File: config.mk
export PLATFORM = sky130hd
export DESIGN_NAME = ppfm_top
export DESIGN_NICKNAME = d
export VERILOG_FILES = /design/src/ppfm_pkg.sv /design/src/ppfm_cfg_mem.sv /design/src/ppfm_top.sv
export SDC_FILE = /design/constraint.sdc
export NUM_CORES = 1
export LEC_CHECK = 0
export BUFFER_PORTS_ARGS = -buffer_cell sky130_fd_sc_hd__buf_2
export CAP_MARGIN = 10
export CORE_MARGIN = 4
export CORE_UTILIZATION = 37
export CTS_CLUSTER_SIZE = 28
export DETAILED_ROUTE_END_ITERATION = 12
export GPL_TIMING_DRIVEN = 0
export PLACE_DENSITY = 0.69
export SLEW_MARGIN = 5
export SYNTH_ARGS = -nofsm -noshare
export SYNTH_HDL_FRONTEND = slang
export SYNTH_HIERARCHICAL = 1
export SYNTH_SLANG_ARGS = --single-unit
File: constraint.sdc
create_clock -name SYS_CLK -period 16.8 [get_ports SYS_CLK]
set_input_delay 1.68 -clock SYS_CLK [delete_from_list [all_inputs] [get_ports SYS_CLK]]
set_output_delay 1.68 -clock SYS_CLK [all_outputs]
set_load 0.05 [all_outputs]
File: src/ppfm_pkg.sv
package ppfm_pkg;
	localparam int PPFM_NUM_PADS = 16;
	localparam int PPFM_NUM_WAKE = 4;
	localparam int PPFM_NUM_SRC_FIELDS = 2;
	localparam int PPFM_SRC_SEL_W = 2;
	localparam logic [31:0] PPFM_ADDR_PAD_BASE = 32'h00000000;
	localparam logic [31:0] PPFM_ADDR_SRC_SEL = 32'h00000100;
	localparam logic [31:0] PPFM_ADDR_NMI_SEL = 32'h00000104;
	localparam logic [31:0] PPFM_ADDR_PAD_IN = 32'h00000108;
	localparam int PPFM_ALT_LSB = 0;
	localparam int PPFM_IBE_BIT = 2;
	localparam int PPFM_PULL_BIT = 3;
	localparam int PPFM_NMI_EN_BIT = 8;
	localparam logic [1:0] PPFM_AF_GPIO = 2'h0;
	localparam logic [1:0] PPFM_AF_JTAG = 2'h2;
	localparam logic [1:0] PPFM_RESP_OKAY = 2'h0;
	localparam logic [1:0] PPFM_RESP_SLVERR = 2'h2;
	localparam logic [3:0] PPFM_CFG_GPIO_RST = 4'h0;
	localparam logic [3:0] PPFM_CFG_JTAG_RST = 4'h6;
	localparam logic [3:0] PPFM_CFG_WAKE_RST = 4'hC;
	localparam int PPFM_PAD_TDI = 0;
	localparam int PPFM_PAD_TDO = 1;
	localparam int PPFM_PAD_TCK = 2;
	localparam int PPFM_PAD_TMS = 3;
	localparam int PPFM_WAKE_BASE = 12;
	typedef struct packed {
		logic pull_up;
		logic input_buffer_enable;
		logic [1:0] alt_func_select;
	} ppfm_pad_cfg_type;
	typedef enum logic [1:0] {
		PPFM_WR_IDLE = 2'b00,
		PPFM_WR_RESP = 2'b01
	} ppfm_wr_state_type;
	typedef enum logic [1:0] {
		PPFM_RD_IDLE = 2'b00,
		PPFM_RD_DATA = 2'b01
	} ppfm_rd_state_type;
endpackage

File: src/ppfm_cfg_mem.sv
`timescale 1ns/10ps
`default_nettype none
module ppfm_cfg_mem import ppfm_pkg::*; #(
	parameter int NUM_PADS = PPFM_NUM_PADS
) (
	input wire logic clk,
	input wire logic rst_n,
	input wire logic wr_en,
	input wire logic [$clog2(NUM_PADS)-1:0] wr_idx,
	input wire logic [3:0] wr_data,
	input wire logic [$clog2(NUM_PADS)-1:0] rd_idx,
	output logic [3:0] rd_data,
	output logic [NUM_PADS*4-1:0] cfg_flat
);
	logic [3:0] mem_reg [NUM_PADS];
	logic [3:0] mem_next [NUM_PADS];
	logic [3:0] rd_data_reg;
	logic [3:0] rd_data_next;
	function automatic logic [3:0] reset_cfg(input int idx);
		if (idx <= PPFM_PAD_TMS) begin
			return PPFM_CFG_JTAG_RST; // [RULE6]
		end else if (idx >= PPFM_WAKE_BASE) begin
			return PPFM_CFG_WAKE_RST; // [RULE9]
		end
		return PPFM_CFG_GPIO_RST; // [RULE6]
	endfunction
	always_comb begin
		for (int i = 0; i < NUM_PADS; i++) begin
			mem_next[i] = mem_reg[i];
			if (wr_en && (wr_idx == i[$clog2(NUM_PADS)-1:0])) begin
				mem_next[i] = wr_data;
			end
		end
		rd_data_next = mem_reg[rd_idx];
	end
	always_ff @(posedge clk or negedge rst_n) begin
		if (!rst_n) begin
			for (int i = 0; i < NUM_PADS; i++) begin
				mem_reg[i] <= reset_cfg(i);
			end
			rd_data_reg <= 4'h0;
		end else begin
			mem_reg <= mem_next;
			rd_data_reg <= rd_data_next;
		end
	end
	assign rd_data = rd_data_reg;
	genvar g;
	generate
		for (g = 0; g < NUM_PADS; g++) begin : g_flat
			assign cfg_flat[g*4 +: 4] = mem_reg[g];
		end
	endgenerate
endmodule
`default_nettype wire

File: src/ppfm_top.sv
// Summary of operation
// RULE1 - The two-bit selector of each pad drives output slot 0, 1, 2 or 3 onto the pad for codes 00, 01, 10, 11.
// RULE2 - The selector steers outputs only, and a pad reaches input functions only while its input buffer is enabled; NMI_IN here takes the pad ungated.
// RULE3 - Input-only functions have no selector code, and enabling the input buffer alone selects them.
// RULE4 - An enabled pad input goes to every module that can use it, with source fields choosing among candidate pads.
// RULE5 - A pad picked as the non-maskable interrupt input overrides its selector, which is then ignored.
// RULE6 - After reset all pads are general purpose except four that default to the boundary-scan port.
// RULE7 - Software may give the boundary-scan pads to general use, giving up scan compliance.
// RULE8 - Every wake-up pad also feeds the interrupt logic as an external interrupt input.
// RULE9 - Every wake-up pad has its pull-up enabled by default.
// RULE10 - A pad with its input buffer off presents a fixed low to every peripheral input mapped to it; NMI_IN here takes the pad ungated.
//
// The implementer's own choices: the AXI4-Lite interface to the registers and the address map.
`timescale 1ns/10ps
`default_nettype none
module ppfm_top import ppfm_pkg::*; #(
	parameter int NUM_PADS = PPFM_NUM_PADS,
	parameter int NUM_WAKE = PPFM_NUM_WAKE
) (
	input wire logic SYS_CLK,
	input wire logic ARST_N,
	input wire logic [31:0] S_AXI_AWADDR,
	input wire logic S_AXI_AWVALID,
	output logic S_AXI_AWREADY,
	input wire logic [31:0] S_AXI_WDATA,
	input wire logic [3:0] S_AXI_WSTRB,
	input wire logic S_AXI_WVALID,
	output logic S_AXI_WREADY,
	output logic [1:0] S_AXI_BRESP,
	output logic S_AXI_BVALID,
	input wire logic S_AXI_BREADY,
	input wire logic [31:0] S_AXI_ARADDR,
	input wire logic S_AXI_ARVALID,
	output logic S_AXI_ARREADY,
	output logic [31:0] S_AXI_RDATA,
	output logic [1:0] S_AXI_RRESP,
	output logic S_AXI_RVALID,
	input wire logic S_AXI_RREADY,
	input wire logic [NUM_PADS-1:0] FUNCTION_SLOT_0,
	input wire logic [NUM_PADS-1:0] FUNCTION_SLOT_1,
	input wire logic [NUM_PADS-1:0] FUNCTION_SLOT_2,
	input wire logic [NUM_PADS-1:0] FUNCTION_SLOT_3,
	input wire logic [NUM_PADS-1:0] SLOT_0_OE,
	input wire logic [NUM_PADS-1:0] SLOT_1_OE,
	input wire logic [NUM_PADS-1:0] SLOT_2_OE,
	input wire logic [NUM_PADS-1:0] SLOT_3_OE,
	input wire logic [NUM_PADS-1:0] PAD_IN,
	output logic [NUM_PADS-1:0] PAD_OUT,
	output logic [NUM_PADS-1:0] PAD_OE,
	output logic [NUM_PADS-1:0] PAD_PULL_UP,
	output logic [NUM_PADS-1:0] PERIPH_IN,
	output logic [PPFM_NUM_SRC_FIELDS-1:0] SRC_SEL_IN,
	output logic [NUM_WAKE-1:0] EXT_IRQ_LINE,
	output logic NMI_IN
);
	localparam int IW = $clog2(NUM_PADS);
	// The pad input register is one bus word, so at most 32 pads
	if (NUM_PADS < 8 || NUM_PADS > 32 || NUM_WAKE > NUM_PADS - PPFM_WAKE_BASE || NUM_WAKE < 1) begin : g_bad_cfg
		$error("ppfm_top: unsupported pad or wake count");
	end
	logic rst_s1_reg, rst_s2_reg;
	always_ff @(posedge SYS_CLK or negedge ARST_N) begin
		if (!ARST_N) begin
			rst_s1_reg <= 1'b0;
			rst_s2_reg <= 1'b0;
		end else begin
			rst_s1_reg <= 1'b1;
			rst_s2_reg <= rst_s1_reg;
		end
	end
	logic rst_n;
	assign rst_n = rst_s2_reg;
	logic [NUM_PADS-1:0] pad_s1_reg, pad_s2_reg;
	always_ff @(posedge SYS_CLK or negedge rst_n) begin
		if (!rst_n) begin
			pad_s1_reg <= '0;
			pad_s2_reg <= '0;
		end else begin
			pad_s1_reg <= PAD_IN;
			pad_s2_reg <= pad_s1_reg;
		end
	end

	// Register bus
	ppfm_wr_state_type wr_state_reg, wr_state_next;
	ppfm_rd_state_type rd_state_reg, rd_state_next;
	logic [1:0] bresp_reg, bresp_next;
	logic [31:0] rdata_reg, rdata_next;
	logic [1:0] rresp_reg, rresp_next;
	logic [31:0] rd_addr_reg, rd_addr_next;
	logic rd_pend_reg, rd_pend_next;
	logic [PPFM_NUM_SRC_FIELDS*PPFM_SRC_SEL_W-1:0] src_sel_reg, src_sel_next;
	logic [8:0] nmi_sel_reg, nmi_sel_next;
	logic cfg_wr_en;
	logic [3:0] cfg_rd_data;
	logic [NUM_PADS*4-1:0] cfg_flat;

	function automatic logic is_pad_addr(input logic [31:0] a);
		return (a >= PPFM_ADDR_PAD_BASE) && (a < PPFM_ADDR_PAD_BASE + 32'(NUM_PADS * 4)) && (a[1:0] == 2'h0);
	endfunction
	logic wr_fire, aw_ready_reg, aw_ready_next, ar_ready_reg, ar_ready_next;
	// Readies come from flops, so address and data are taken one cycle after both valids rise
	assign wr_fire = (wr_state_reg == PPFM_WR_IDLE) && aw_ready_reg && S_AXI_AWVALID && S_AXI_WVALID;
	always_comb begin
		wr_state_next = wr_state_reg;
		aw_ready_next = (wr_state_reg == PPFM_WR_IDLE) && S_AXI_AWVALID && S_AXI_WVALID && !aw_ready_reg;
		bresp_next = bresp_reg;
		src_sel_next = src_sel_reg;
		nmi_sel_next = nmi_sel_reg;
		cfg_wr_en = 1'b0;
		case (wr_state_reg)
			PPFM_WR_IDLE: begin
				if (wr_fire) begin
					wr_state_next = PPFM_WR_RESP;
					bresp_next = PPFM_RESP_OKAY;
					if (is_pad_addr(S_AXI_AWADDR)) begin
						cfg_wr_en = S_AXI_WSTRB[0]; // [RULE7]
					end else if (S_AXI_AWADDR == PPFM_ADDR_SRC_SEL) begin
						if (S_AXI_WSTRB[0]) begin
							src_sel_next = S_AXI_WDATA[PPFM_NUM_SRC_FIELDS*PPFM_SRC_SEL_W-1:0];
						end
					end else if (S_AXI_AWADDR == PPFM_ADDR_NMI_SEL) begin
						if (S_AXI_WSTRB[0]) begin
							nmi_sel_next[7:0] = S_AXI_WDATA[7:0];
						end
						if (S_AXI_WSTRB[1]) begin
							nmi_sel_next[8] = S_AXI_WDATA[PPFM_NMI_EN_BIT];
						end
					end else if (S_AXI_AWADDR != PPFM_ADDR_PAD_IN) begin
						bresp_next = PPFM_RESP_SLVERR;
					end
				end
			end
			PPFM_WR_RESP: begin
				if (S_AXI_BREADY) begin
					wr_state_next = PPFM_WR_IDLE;
				end
			end
			default: wr_state_next = PPFM_WR_IDLE;
		endcase
	end
	always_comb begin
		rd_state_next = rd_state_reg;
		ar_ready_next = (rd_state_reg == PPFM_RD_IDLE) && S_AXI_ARVALID && !ar_ready_reg && !rd_pend_reg;
		rd_addr_next = rd_addr_reg;
		rd_pend_next = 1'b0;
		rdata_next = rdata_reg;
		rresp_next = rresp_reg;
		case (rd_state_reg)
			PPFM_RD_IDLE: begin
				if (ar_ready_reg && S_AXI_ARVALID) begin
					rd_addr_next = S_AXI_ARADDR;
					rd_pend_next = 1'b1;
				end
				if (rd_pend_reg) begin
					rd_state_next = PPFM_RD_DATA;
					rresp_next = PPFM_RESP_OKAY;
					rdata_next = 32'h00000000;
					if (is_pad_addr(rd_addr_reg)) begin
						rdata_next[3:0] = cfg_rd_data;
					end else if (rd_addr_reg == PPFM_ADDR_SRC_SEL) begin
						rdata_next[PPFM_NUM_SRC_FIELDS*PPFM_SRC_SEL_W-1:0] = src_sel_reg;
					end else if (rd_addr_reg == PPFM_ADDR_NMI_SEL) begin
						rdata_next[8:0] = nmi_sel_reg;
					end else if (rd_addr_reg == PPFM_ADDR_PAD_IN) begin
						rdata_next[NUM_PADS-1:0] = pad_s2_reg;
					end else begin
						rresp_next = PPFM_RESP_SLVERR;
					end
				end
			end
			PPFM_RD_DATA: begin
				if (S_AXI_RREADY) begin
					rd_state_next = PPFM_RD_IDLE;
				end
			end
			default: rd_state_next = PPFM_RD_IDLE;
		endcase
	end

	always_ff @(posedge SYS_CLK or negedge rst_n) begin
		if (!rst_n) begin
			wr_state_reg <= PPFM_WR_IDLE;
			rd_state_reg <= PPFM_RD_IDLE;
			bresp_reg <= PPFM_RESP_OKAY;
			rdata_reg <= 32'h00000000;
			rresp_reg <= PPFM_RESP_OKAY;
			rd_addr_reg <= 32'h00000000;
			rd_pend_reg <= 1'b0;
			aw_ready_reg <= 1'b0;
			ar_ready_reg <= 1'b0;
			src_sel_reg <= '0;
			nmi_sel_reg <= 9'h000;
		end else begin
			wr_state_reg <= wr_state_next;
			rd_state_reg <= rd_state_next;
			bresp_reg <= bresp_next;
			rdata_reg <= rdata_next;
			rresp_reg <= rresp_next;
			rd_addr_reg <= rd_addr_next;
			rd_pend_reg <= rd_pend_next;
			aw_ready_reg <= aw_ready_next;
			ar_ready_reg <= ar_ready_next;
			src_sel_reg <= src_sel_next;
			nmi_sel_reg <= nmi_sel_next;
		end
	end
	ppfm_cfg_mem #(
		.NUM_PADS(NUM_PADS)
	) u_cfg (
		.clk(SYS_CLK),
		.rst_n(rst_n),
		.wr_en(cfg_wr_en),
		.wr_idx(S_AXI_AWADDR[IW+1:2]),
		.wr_data(S_AXI_WDATA[3:0]),
		.rd_idx(S_AXI_ARADDR[IW+1:2]),
		.rd_data(cfg_rd_data),
		.cfg_flat(cfg_flat)
	);

	// Pad mux datapath
	logic [NUM_PADS-1:0] pad_out_reg, pad_out_next;
	logic [NUM_PADS-1:0] pad_oe_reg, pad_oe_next;
	logic [NUM_PADS-1:0] pull_reg, pull_next;
	logic [NUM_PADS-1:0] periph_reg, periph_next;
	logic [PPFM_NUM_SRC_FIELDS-1:0] src_in_reg, src_in_next;
	logic [NUM_WAKE-1:0] irq_reg, irq_next;
	logic nmi_reg, nmi_next;
	logic [NUM_PADS-1:0] gated_in;
	logic [NUM_PADS-1:0] nmi_pad;

	genvar g;
	generate
		for (g = 0; g < NUM_PADS; g++) begin : g_pad
			ppfm_pad_cfg_type cfg;
			assign cfg = ppfm_pad_cfg_type'(cfg_flat[g*4 +: 4]);
			assign nmi_pad[g] = nmi_sel_reg[PPFM_NMI_EN_BIT] && (nmi_sel_reg[7:0] == 8'(g));
			assign gated_in[g] = cfg.input_buffer_enable & pad_s2_reg[g]; // [RULE2] [RULE3] [RULE10]
			always_comb begin
				pull_next[g] = cfg.pull_up;
				if (nmi_pad[g]) begin
					pad_out_next[g] = 1'b0; // [RULE5]
					pad_oe_next[g] = 1'b0;
				end else begin
					case (cfg.alt_func_select) // [RULE1]
						2'h0: begin
							pad_out_next[g] = FUNCTION_SLOT_0[g];
							pad_oe_next[g] = SLOT_0_OE[g];
						end
						2'h1: begin
							pad_out_next[g] = FUNCTION_SLOT_1[g];
							pad_oe_next[g] = SLOT_1_OE[g];
						end
						2'h2: begin
							pad_out_next[g] = FUNCTION_SLOT_2[g];
							pad_oe_next[g] = SLOT_2_OE[g];
						end
						default: begin
							pad_out_next[g] = FUNCTION_SLOT_3[g];
							pad_oe_next[g] = SLOT_3_OE[g];
						end
					endcase
				end
			end
		end
		for (g = 0; g < PPFM_NUM_SRC_FIELDS; g++) begin : g_src
			assign src_in_next[g] = gated_in[g*4 + 4 + src_sel_reg[g*PPFM_SRC_SEL_W +: PPFM_SRC_SEL_W]]; // [RULE4]
		end
		for (g = 0; g < NUM_WAKE; g++) begin : g_wake
			assign irq_next[g] = gated_in[PPFM_WAKE_BASE + g]; // [RULE8]
		end
	endgenerate

	assign periph_next = gated_in; // [RULE4]
	assign nmi_next = |(nmi_pad & pad_s2_reg); // [RULE5]

	always_ff @(posedge SYS_CLK or negedge rst_n) begin
		if (!rst_n) begin
			pad_out_reg <= '0;
			pad_oe_reg <= '0;
			pull_reg <= '0;
			periph_reg <= '0;
			src_in_reg <= '0;
			irq_reg <= '0;
			nmi_reg <= 1'b0;
		end else begin
			pad_out_reg <= pad_out_next;
			pad_oe_reg <= pad_oe_next;
			pull_reg <= pull_next;
			periph_reg <= periph_next;
			src_in_reg <= src_in_next;
			irq_reg <= irq_next;
			nmi_reg <= nmi_next;
		end
	end

	assign S_AXI_AWREADY = aw_ready_reg;
	assign S_AXI_WREADY = aw_ready_reg;
	assign S_AXI_BVALID = wr_state_reg[0];
	assign S_AXI_BRESP = bresp_reg;
	assign S_AXI_ARREADY = ar_ready_reg;
	assign S_AXI_RVALID = rd_state_reg[0];
	assign S_AXI_RDATA = rdata_reg;
	assign S_AXI_RRESP = rresp_reg;
	assign PAD_OUT = pad_out_reg;
	assign PAD_OE = pad_oe_reg;
	assign PAD_PULL_UP = pull_reg;
	assign PERIPH_IN = periph_reg;
	assign SRC_SEL_IN = src_in_reg;
	assign EXT_IRQ_LINE = irq_reg;
	assign NMI_IN = nmi_reg;

	a_slot_route: assert property (@(posedge SYS_CLK) disable iff (!rst_n)
		!nmi_pad[5] && cfg_flat[5*4 +: 2] == 2'h1 |=> PAD_OUT[5] == $past(FUNCTION_SLOT_1[5])) // [RULE1]
		else $error("slot 1 not routed");
	a_ibe_gate: assert property (@(posedge SYS_CLK) disable iff (!rst_n)
		!cfg_flat[6*4 + PPFM_IBE_BIT] |=> !PERIPH_IN[6]) // [RULE2]
		else $error("input passed while buffer off");
	a_ibe_only: assert property (@(posedge SYS_CLK) disable iff (!rst_n)
		cfg_flat[7*4 + PPFM_IBE_BIT] |=> PERIPH_IN[7] == $past(pad_s2_reg[7])) // [RULE3]
		else $error("input not delivered");
	a_fanout: assert property (@(posedge SYS_CLK) disable iff (!rst_n)
		src_sel_reg[1:0] == 2'h0 |=> SRC_SEL_IN[0] == $past(gated_in[4])) // [RULE4]
		else $error("source select wrong");
	a_nmi_over: assert property (@(posedge SYS_CLK) disable iff (!rst_n)
		nmi_pad[8] |=> !PAD_OE[8]) // [RULE5]
		else $error("nmi pad driven");
	a_reset_jtag: assert property (@(posedge SYS_CLK) $rose(rst_n) |-> cfg_flat[PPFM_PAD_TCK*4 +: 2] == PPFM_AF_JTAG) // [RULE6]
		else $error("scan pad not default");
	a_wake_irq: assert property (@(posedge SYS_CLK) disable iff (!rst_n)
		1'b1 |=> EXT_IRQ_LINE[0] == $past(gated_in[PPFM_WAKE_BASE])) // [RULE8]
		else $error("wake irq mismatch");
	a_wake_pull: assert property (@(posedge SYS_CLK) $rose(rst_n) |=> PAD_PULL_UP[PPFM_WAKE_BASE]) // [RULE9]
		else $error("wake pull-up off");
	a_float_low: assert property (@(posedge SYS_CLK) disable iff (!rst_n)
		!cfg_flat[PPFM_WAKE_BASE*4 + PPFM_IBE_BIT] [*2] |-> !EXT_IRQ_LINE[0]) // [RULE10]
		else $error("floating pad leaked");
endmodule
`default_nettype wire

==> run_results.csv, run 1 <==
group,metric,value,unit
status,status,"finished clean",
synthesis,synthMuxAreaShare,24.6,%
grt,grt_max_degree,71,
placed_design,port_buffers,319,
routing,avgRoutedWirePerCell,20.2,microns
synthesis,synth_cells,698,
die,ioPinCount,363,
die,dieArea,30300,sq um
synthesis,yosys_warnings,6,
grt,grt-ovfl-total,0,
critical_path,critPathRequiredTime,17210,ps
layout,fin_cells,1427,
synthesis,synth_top_area_share,54.2,%
sta,setup_viol,0,
critical_path,cp_max_fo,4,
synthesis,yosys_register_bits,237,
routing,drt_iter0_markers,280,
critical_path,critical_path.top_delay_family,"simple AND/OR/NAND/NOR gates",
cts,cts_tree,"built",
placed_design,gp_congestion,0.881,
layout,drive_gt1_share,52.7,%
grt,grt_pass1_vias,7861,
synthesis,synth_xor_area_share,0,%
pwr,leakage,0.00651,uW
sta,relSlewSlack,42.2,%
synthesis,synth_top_family_by_area,"multiplexers",
synthesis,synth_top_area_cell,"dfrtp_1",
placed_design,dpl.cell_count,1378,
layout,largest_reg_flops,64,
sta,fmax,261,MHz
synthesis,async_flop_share,100,%
synthesis,synthSimpleGateAreaFrac,10.5,%
layout,multiInputGateArea,3980,sq um
critical_path,cp-start-kind,"input port",
critical_path,cp_slowest_cell,"nor4_1",
critical_path,cpPeakStageDelay,580,ps
sta,hold_viol_final,0,
synthesis,synth_area,10200,sq um
pwr,vdd_drop_max,0.0744,mV
cts,clock_latency,520,ps
critical_path,crit_buf_inv,1,
die,initial_core_util,37.8,%
placed_design,place_area,12400,sq um
cts,cts-resized-gates,0,
cts,post_cts_buffers,0,
critical_path,endpoint_kind,"register",
cts,ctsHoldBuffers,0,
die,num_rows,60,
sta,tightest_slew,859,ps
routing,routed_via_density,5.08,
placed_design,place_hpwl,22400,microns
routing,firstDrtPassIters,4,
sta,rsz0062_at_grt,"false",
cts,ctsRootBufferMaster,"clkbuf_16",
grt,antenna_found_initial,1,
layout,fin_area,13300,sq um
flow_run,cap_violations,0,
die,die_h,174,microns
sta,fin_crit,3830,ps
grt,grt_pass1_wl,44700,microns
pwr,p_per_area,107,nW/um^2
cts,cts.sinks,237,
critical_path,r2r_slack,13740,ps
synthesis,seq_area_frac_synth,58.3,%
synthesis,synth_compound_area_share,3.17,%
routing,via_count,7243,
critical_path,crit_type,"in2reg",
grt,grt.total_usage,18.8,%
hold_path,hp-class,"reg2reg",
cts,cts_max_path_buffers,3,
cts,cts_htree_levels,1,
layout,final_common_cell,"buf_2",
routing,routed_wl,28900,microns
critical_path,crit_chain,"buf_2 -> nand4b_1 -> or4_1 -> nor4_1 -> nand3b_1 -> nor2_1 -> mux2_2",
die,core,27000,sq um
layout,ff_latch_area,5950,sq um
sta,finalSetupTns,0,ps
critical_path,crit_arrival,4240,ps
synthesis,postSynthAreaPerCell,14.6,sq um
routing,drc,0,
layout,nets,1316,
layout,area_delta_synth_final,30.0,%
synthesis,synth_flop_cell,"dfrtp_1",
cts,cts_buffers,26,
cts,cts.clk_slew.worst_paths,60,ps
sta,fin_crit_sh,22.8,%
layout,nFillCells,2374,
synthesis,synth_enable_flop_cells,0,
synthesis,ys_top_cells_by_area,"dfrtp_1 (54%), mux2_2 (12%), mux4_2 (8.6%)",
die,die_x,174,microns
sta,fin_skew,10.8,ps
layout,final_cell_mix,"buf_2 (321), dfrtp_1 (220), mux2_2 (109)",
routing,antenna_left,0,
synthesis,synth_fa_ha_area_share,0,%
synthesis,ys_types,45,
sta,drv_slew,0,
## final cells by class
| cell class | instances | area share, % |
|---|---|---|
| multi-input combinational | 420 | 30.0 |
| timing repair buffer | 322 | 12.7 |
| clock inverter | 12 | 0.933 |
| tap | 341 | 3.21 |
| sequential | 237 | 44.9 |
| antenna | 1 | 0.0189 |
| inverter | 14 | 0.396 |
| clock buffer | 36 | 5.72 |
| buffer | 44 | 2.18 |
## routing by layer
| metal | vias up | routed length, microns | GRT usage (%) |
|---|---|---|---|
| met4 | 0 | 758 | 5.71 |
| met3 | 45 | 1610 | 3.20 |
| met5 | - | 0 | 0 |
| met1 | 3661 | 12000 | 24.2 |
| met2 | 257 | 14500 | 32.7 |
| li1 | 3280 | - | - |
## kinds of logic after synthesis
group                  count (synthesis)
AO/OA/AOI/OAI                         46
buffers and inverters                 58
flip-flops                           237
multiplexers                         166
other                                  2
AND/OR/NAND/NOR                      189
## stage by stage
stage | worst slack [ps] | total power, uW | hold WS (ps) | util (%)
after floorplan | 9730 | 784 | 331 | -
after global placement | 7170 | 847 | 334 | 45.5
after detailed placement | 12470 | 856 | 335 | 45.8
after CTS | 12990 | 1440 | 349 | 49.1
after global routing | 12770 | 1490 | 355 | 49.1
final | 12970 | 1420 | 348 | 49.1
## Yosys cell counts, drive strengths merged (13+ instances only)
cell type,instances
dfrtp,221
mux2,109
mux4,53
nor2b,36
nand2,33
buf,29
nor2,24
o21ai,22
and2,20
nor4,19
dfstp,16
clkbuf,15
inv,14
a22oi,13
nand3,13
## where the power goes
group          total [uW]  switching [uW]  internal, uW
clock network         580             233           347
logic                 195             107          88.0
registers             650            29.3           620
## worst register-to-register path, delay by kind of cell (launching register included)
kind	cells	cell delay, ps
and+or+nand+nor	5	2140
muxes	1	400
DFF	1	400
## final timing paths
path	start	end	cells past startpoint
min in group asynchronous	rst_n	pad_s1_reg[11]	0
max in group asynchronous	rst_n	u_cfg/cfg_flat[13]	1
hold reg to reg	pad_s1_reg[4]	pad_s2_reg[4]	0
setup reg to reg	wr_state_reg[0]	u_cfg/cfg_flat[36]	6
setup / recovery	S_AXI_WVALID	u_cfg/cfg_flat[36]	7
hold / removal	pad_s1_reg[4]	pad_s2_reg[4]	0
No activity file was read; power rests on OpenSTA's default activity.
==> run 2: changes to the inputs <==
Settings changed: PLACE_DENSITY 0.69 to 0.72.
Clock period 16.8 ns to 3.39 ns, I/O delays scaled along.
==> run 2 against run 1 <==
  * Routed wire length is 2.2% higher
  * Worst hold slack got worse by 300 ps
  * Non-clock buffer count up 20
  * Sequential power rose to 4.9 times the previous value
  * Cell count up 1.3%
==> run_results.csv, run 2 (synthesized netlist as in run 1, its figures left out) <==
group,metric,value,unit
critical_path,cp-start-kind,"register",
pwr,vdd_drop_max,0.334,mV
cts,cts_tree,"built",
grt,grt-ovfl-total,0,
layout,fin_cells,1446,
cts,cts.clk_slew.worst_paths,60,ps
placed_design,place_hpwl,22900,microns
pwr,leakage,0.00662,uW
critical_path,cp_max_fo,4,
die,initial_core_util,37.8,%
cts,cts_buffers,26,
sta,fin_skew,18.5,ps
cts,clock_latency,530,ps
layout,largest_reg_flops,64,
critical_path,crit_arrival,3520,ps
die,core,27000,sq um
sta,fin_crit_sh,91.5,%
grt,grt_max_degree,69,
placed_design,port_buffers,319,
flow_run,cap_violations,0,
routing,antenna_left,0,
pwr,seqPwrFrac,44.7,%
grt,grt_pass1_wl,45500,microns
pwr,power_switching,1800,uW
grt,grt.total_usage,19.2,%
placed_design,gp_congestion,0.858,
placed_design,dpl.cell_count,1379,
sta,finalSetupTns,0,ps
critical_path,reg2reg_from,"wr_state_reg[0]",
die,ioPinCount,363,
sta,hold_viol_final,0,
sta,setup_viol,0,
grt,antenna_found_initial,2,
layout,nets,1336,
routing,avgRoutedWirePerCell,20.4,microns
routing,drt_iter0_markers,337,
routing,firstDrtPassIters,5,
die,die_h,174,microns
cts,ctsRootBufferMaster,"clkbuf_16",
pwr,power,7180,uW
grt,grt_pass1_vias,7945,
die,dieArea,30300,sq um
sta,hold-worst-slack,46.6,ps
hold_path,hold_start,"S_AXI_AWVALID",
pwr,sw_frac_of_total,25.1,%
cts,cts_htree_levels,1,
critical_path,critPathLaunch,"wr_state_reg[0]",
routing,routed_via_density,5.07,
pwr,power.share.combinational,14.0,%
die,die_x,174,microns
pwr,internal_power,5380,uW
placed_design,post-place-ws,346,ps
routing,via_count,7331,
sta,fin_crit,3100,ps
pwr,pwr-share-clk,41.3,%
sta,relSlewSlack,42.3,%
sta,tightest_slew,858,ps
layout,drive_gt1_share,51.6,%
layout,area_delta_synth_final,32.3,%
critical_path,crit_type,"reg2reg",
sta,worst_slack,287,ps
sta,drv_slew,0,
hold_path,hp-class,"in2reg",
pwr,p_per_area,531,nW/um^2
layout,num_antenna_cells,0,
layout,final_cell_mix,"buf_2 (321), dfrtp_1 (220), mux2_2 (109)",
routing,drc,0,
sta,fmax,322,MHz
cts,cts_max_path_buffers,3,
routing,routed_wl,29500,microns
critical_path,endpoint_kind,"register",
status,status,"finished clean",
critical_path,critPathRequiredTime,3800,ps
cts,cts.sinks,237,
sta,rsz0062_at_grt,"false",
layout,final_common_cell,"buf_2",
die,num_rows,60,
==> run 2: cell types whose count changed in the layout (fill, tap and decap cells not counted), sizes merged <==
cell         delta
clkinv          -2
clkbuf          +2
clkinvlp        -2
bufinv          +2
dlygate4sd3    +19
diode           -1
buf             +1
==> run 2: per-layer routing <==
layer | share of wire [%] | GRT usage, % | up-vias
li1 | - | - | 3319
met1 | 40 | 24.0 | 3676
met2 | 50 | 33.4 | 278
met3 | 7.3 | 4.72 | 56
met4 | 2.5 | 5.48 | 2
met5 | 0.068 | 0 | -
==> run 2: path summary, 6_finish.rpt <==
path / end / slack, ps / depth (start not counted)
worst max register to register: u_cfg/cfg_flat[45] / 290 / 6
worst max-delay path: u_cfg/cfg_flat[45] / 290 / 6
worst min-delay path: S_AXI_AWREADY / 50 / 3
min in group asynchronous: pad_s1_reg[5] / 120 / 0
max in group asynchronous: u_cfg/cfg_flat[50] / 1730 / 4
worst min register to register: pad_s1_reg[5] / 120 / 0
==> run 2: timing repair <==
action	4_1_cts	5_1_grt
hold buffers	19	0
resized for setup	0	0
buffers inserted	0	0
hold endpoints to repair	20	0
==> run 2: area by class of cell <==
cell class | instances | area (sq um)
Buffer | 44 | 289
Clock buffer | 38 | 757
Clock inverter | 10 | 155
Fill cell | 2368 | 13500
Inverter | 14 | 52.6
Multi-Input combinational cell | 420 | 3980
Sequential cell | 237 | 5950
Tap cell | 341 | 427
Timing Repair Buffer | 342 | 1900
==> run 2: power by group through the flow <==
stage / Clock (uW) / Sequential [uW] / Combinational, uW
2_1_floorplan: 0 / 3350 / 531
3_3_place_gp: 0 / 3300 / 892
3_5_place_dp: 0 / 3260 / 986
4_1_cts: 3050 / 3210 / 1010
5_1_grt: 3150 / 3240 / 1090
6_report: 2960 / 3210 / 1000
==> run 2: per-stage QoR <==
| step | cell area (sq um) | util (%) |
|---|---|---|
| 2_1_floorplan | 10300 | - |
| 3_3_place_gp | 12300 | 45.5 |
| 3_5_place_dp | 12400 | 45.9 |
| 4_1_cts | 13500 | 50.0 |
| 5_1_grt | 13500 | 50.0 |
| 6_report | 13500 | 50.0 |
==> run 2: worst max-delay path: stages, from the launching register on <==
cell and delay [ps]:
dfrtp_1 410, nand4b_1 260, or4_1 520, nor4_1 600, nand3b_1 260, nor2_1 540, mux2_2 410
==> run 3: changes to the inputs <==
Settings changed: PLACE_DENSITY 0.72 to 0.67.
==> run 3 against run 2 <==
  * Via count shrank 1.4%
  * Non-clock buffer count is the same
  * Die area is the same
  * Critical path depth is the same
  * Cell area shrank 0.83%
  * Routed wire length shrank 2.0%
  * Maximum frequency grew 0.70%
  * Register-to-register slack gained 20 ps
==> run_results.csv, run 3 (synthesized netlist as in run 1, its figures left out) <==
group,metric,value,unit
grt,grt-ovfl-total,0,
die,dieArea,30300,sq um
sta,rsz0062_at_grt,"false",
sta,drv_slew,0,
critical_path,crit_type,"reg2reg",
die,num_rows,60,
cts,cts.clk_slew.worst_paths,60,ps
die,initial_core_util,37.8,%
cts,cts.sinks,237,
layout,area_delta_synth_final,31.2,%
die,ioPinCount,363,
hold_path,hp-class,"in2reg",
sta,setup_viol,0,
cts,ctsRootBufferMaster,"clkbuf_16",
layout,largest_reg_flops,64,
layout,fin_cells,1443,
placed_design,place_hpwl,22600,microns
sta,worst_slack,308,ps
critical_path,cp-start-kind,"register",
placed_design,place_area,12400,sq um
routing,routed_via_density,5.01,
routing,drc,0,
routing,avgRoutedWirePerCell,20.0,microns
placed_design,port_buffers,319,
pwr,p_per_area,512,nW/um^2
pwr,power.share.combinational,14.5,%
pwr,vdd_drop_max,0.271,mV
status,status,"finished clean",
layout,fin_area,13400,sq um
cts,cts_tree,"built",
sta,hold_viol_final,0,
critical_path,endpoint_kind,"register",
layout,nets,1335,
flow_run,cap_violations,0,
critical_path,critPathRequiredTime,3780,ps
pwr,leakage,0.00657,uW
sta,fin_skew,9.47,ps
layout,final_cell_mix,"buf_2 (321), dfrtp_1 (220), mux2_2 (109)",
sta,fmax,324,MHz
routing,antenna_left,0,
grt,grt_pass1_vias,7762,
grt,grt.total_usage,18.6,%
cts,cts_buffers,25,
cts,cts_max_path_buffers,3,
pwr,seqPwrFrac,46.9,%
routing,via_count,7227,
cts,clock_latency,510,ps
routing,drt_iter0_markers,345,
die,core,27000,sq um
placed_design,dpl.cell_count,1379,
pwr,sw_frac_of_total,26.0,%
die,die_h,174,microns
layout,num_antenna_cells,0,
grt,grt_max_degree,66,
cts,cts_htree_levels,1,
critical_path,cp_max_fo,4,
layout,drive_gt1_share,51.7,%
pwr,pwr-share-clk,38.6,%
layout,finish.utilization,49.6,%
sta,finalSetupTns,0,ps
routing,firstDrtPassIters,4,
sta,fin_crit_sh,90.9,%
routing,routed_wl,28900,microns
placed_design,gp_congestion,0.869,
cts,cts-resized-gates,0,
pwr,internal_power,5080,uW
die,die_x,174,microns
critical_path,crit_arrival,3480,ps
sta,fin_crit,3080,ps
placed_design,post-place-ws,383,ps
pwr,power_switching,1780,uW
grt,antenna_found_initial,0,
sta,tightest_slew,874,ps
sta,relSlewSlack,41.3,%
grt,grt_pass1_wl,44400,microns
layout,final_common_cell,"buf_2",
==> run 3: metal layers <==
layer  vias to the layer above  GRT usage [%]  wire length, microns
met5                         -              0                     0
met4                         0           4.22                   487
met3                        28           3.63                  1830
met2                       268           32.7                 14600
met1                      3621           24.0                 12000
li1                       3310              -                     -
==> run 3: critical path, cell delays in order, from the launching register on <==
cell      delay (ps)
dfrtp_1          400
nand4b_1         250
or4_1            510
nor4_1           600
nor3b_1          520
and2b_1          320
mux2_2           370
==> run 3: cell type report <==
| type | count | area, sq um |
|---|---|---|
| Clock buffer | 38 | 764 |
| Multi-Input combinational cell | 420 | 3980 |
| Buffer | 44 | 289 |
| Fill cell | 2353 | 13600 |
| Timing Repair Buffer | 342 | 1890 |
| Sequential cell | 237 | 5950 |
| Tap cell | 341 | 427 |
| Inverter | 14 | 52.6 |
| Clock inverter | 7 | 42.5 |
==> run 3: metrics by stage <==
step	hold slack, ps	power [uW]
after global routing	41.0	7180
final	52.7	6860
after detailed placement	125	4250
after CTS	31.3	6930
after global placement	125	4200
after floorplan	43.4	3880
==> run 3: power by group through the flow <==
stage,registers (uW),clock network (uW),logic [uW]
2_1_floorplan,3350,0,531
3_3_place_gp,3300,0,900
3_5_place_dp,3270,0,981
6_report,3220,2650,995
5_1_grt,3250,2840,1090
4_1_cts,3220,2710,1000
==> run 3: final timing paths <==
kind | from | to | slack (ps) | cells past startpoint
max | wr_state_reg[0] | u_cfg/cfg_flat[15] | 310 | 6
min | S_AXI_AWVALID | S_AXI_AWREADY | 50 | 3
max reg2reg | wr_state_reg[0] | u_cfg/cfg_flat[15] | 310 | 6
min reg2reg | rst_n | pad_s1_reg[4] | 310 | 0
max in group asynchronous | rst_n | u_cfg/cfg_flat[1] | 1810 | 3
min in group asynchronous | ARST_N | rst_s1_reg | 150 | 2
==> run 3: repair_timing <==
item | in CTS | in global routing
hold endpoints to repair | 20 | 0
endpoints found under the setup margin | 0 | 0
hold buffers | 19 | 0
setup buffers | 0 | 0
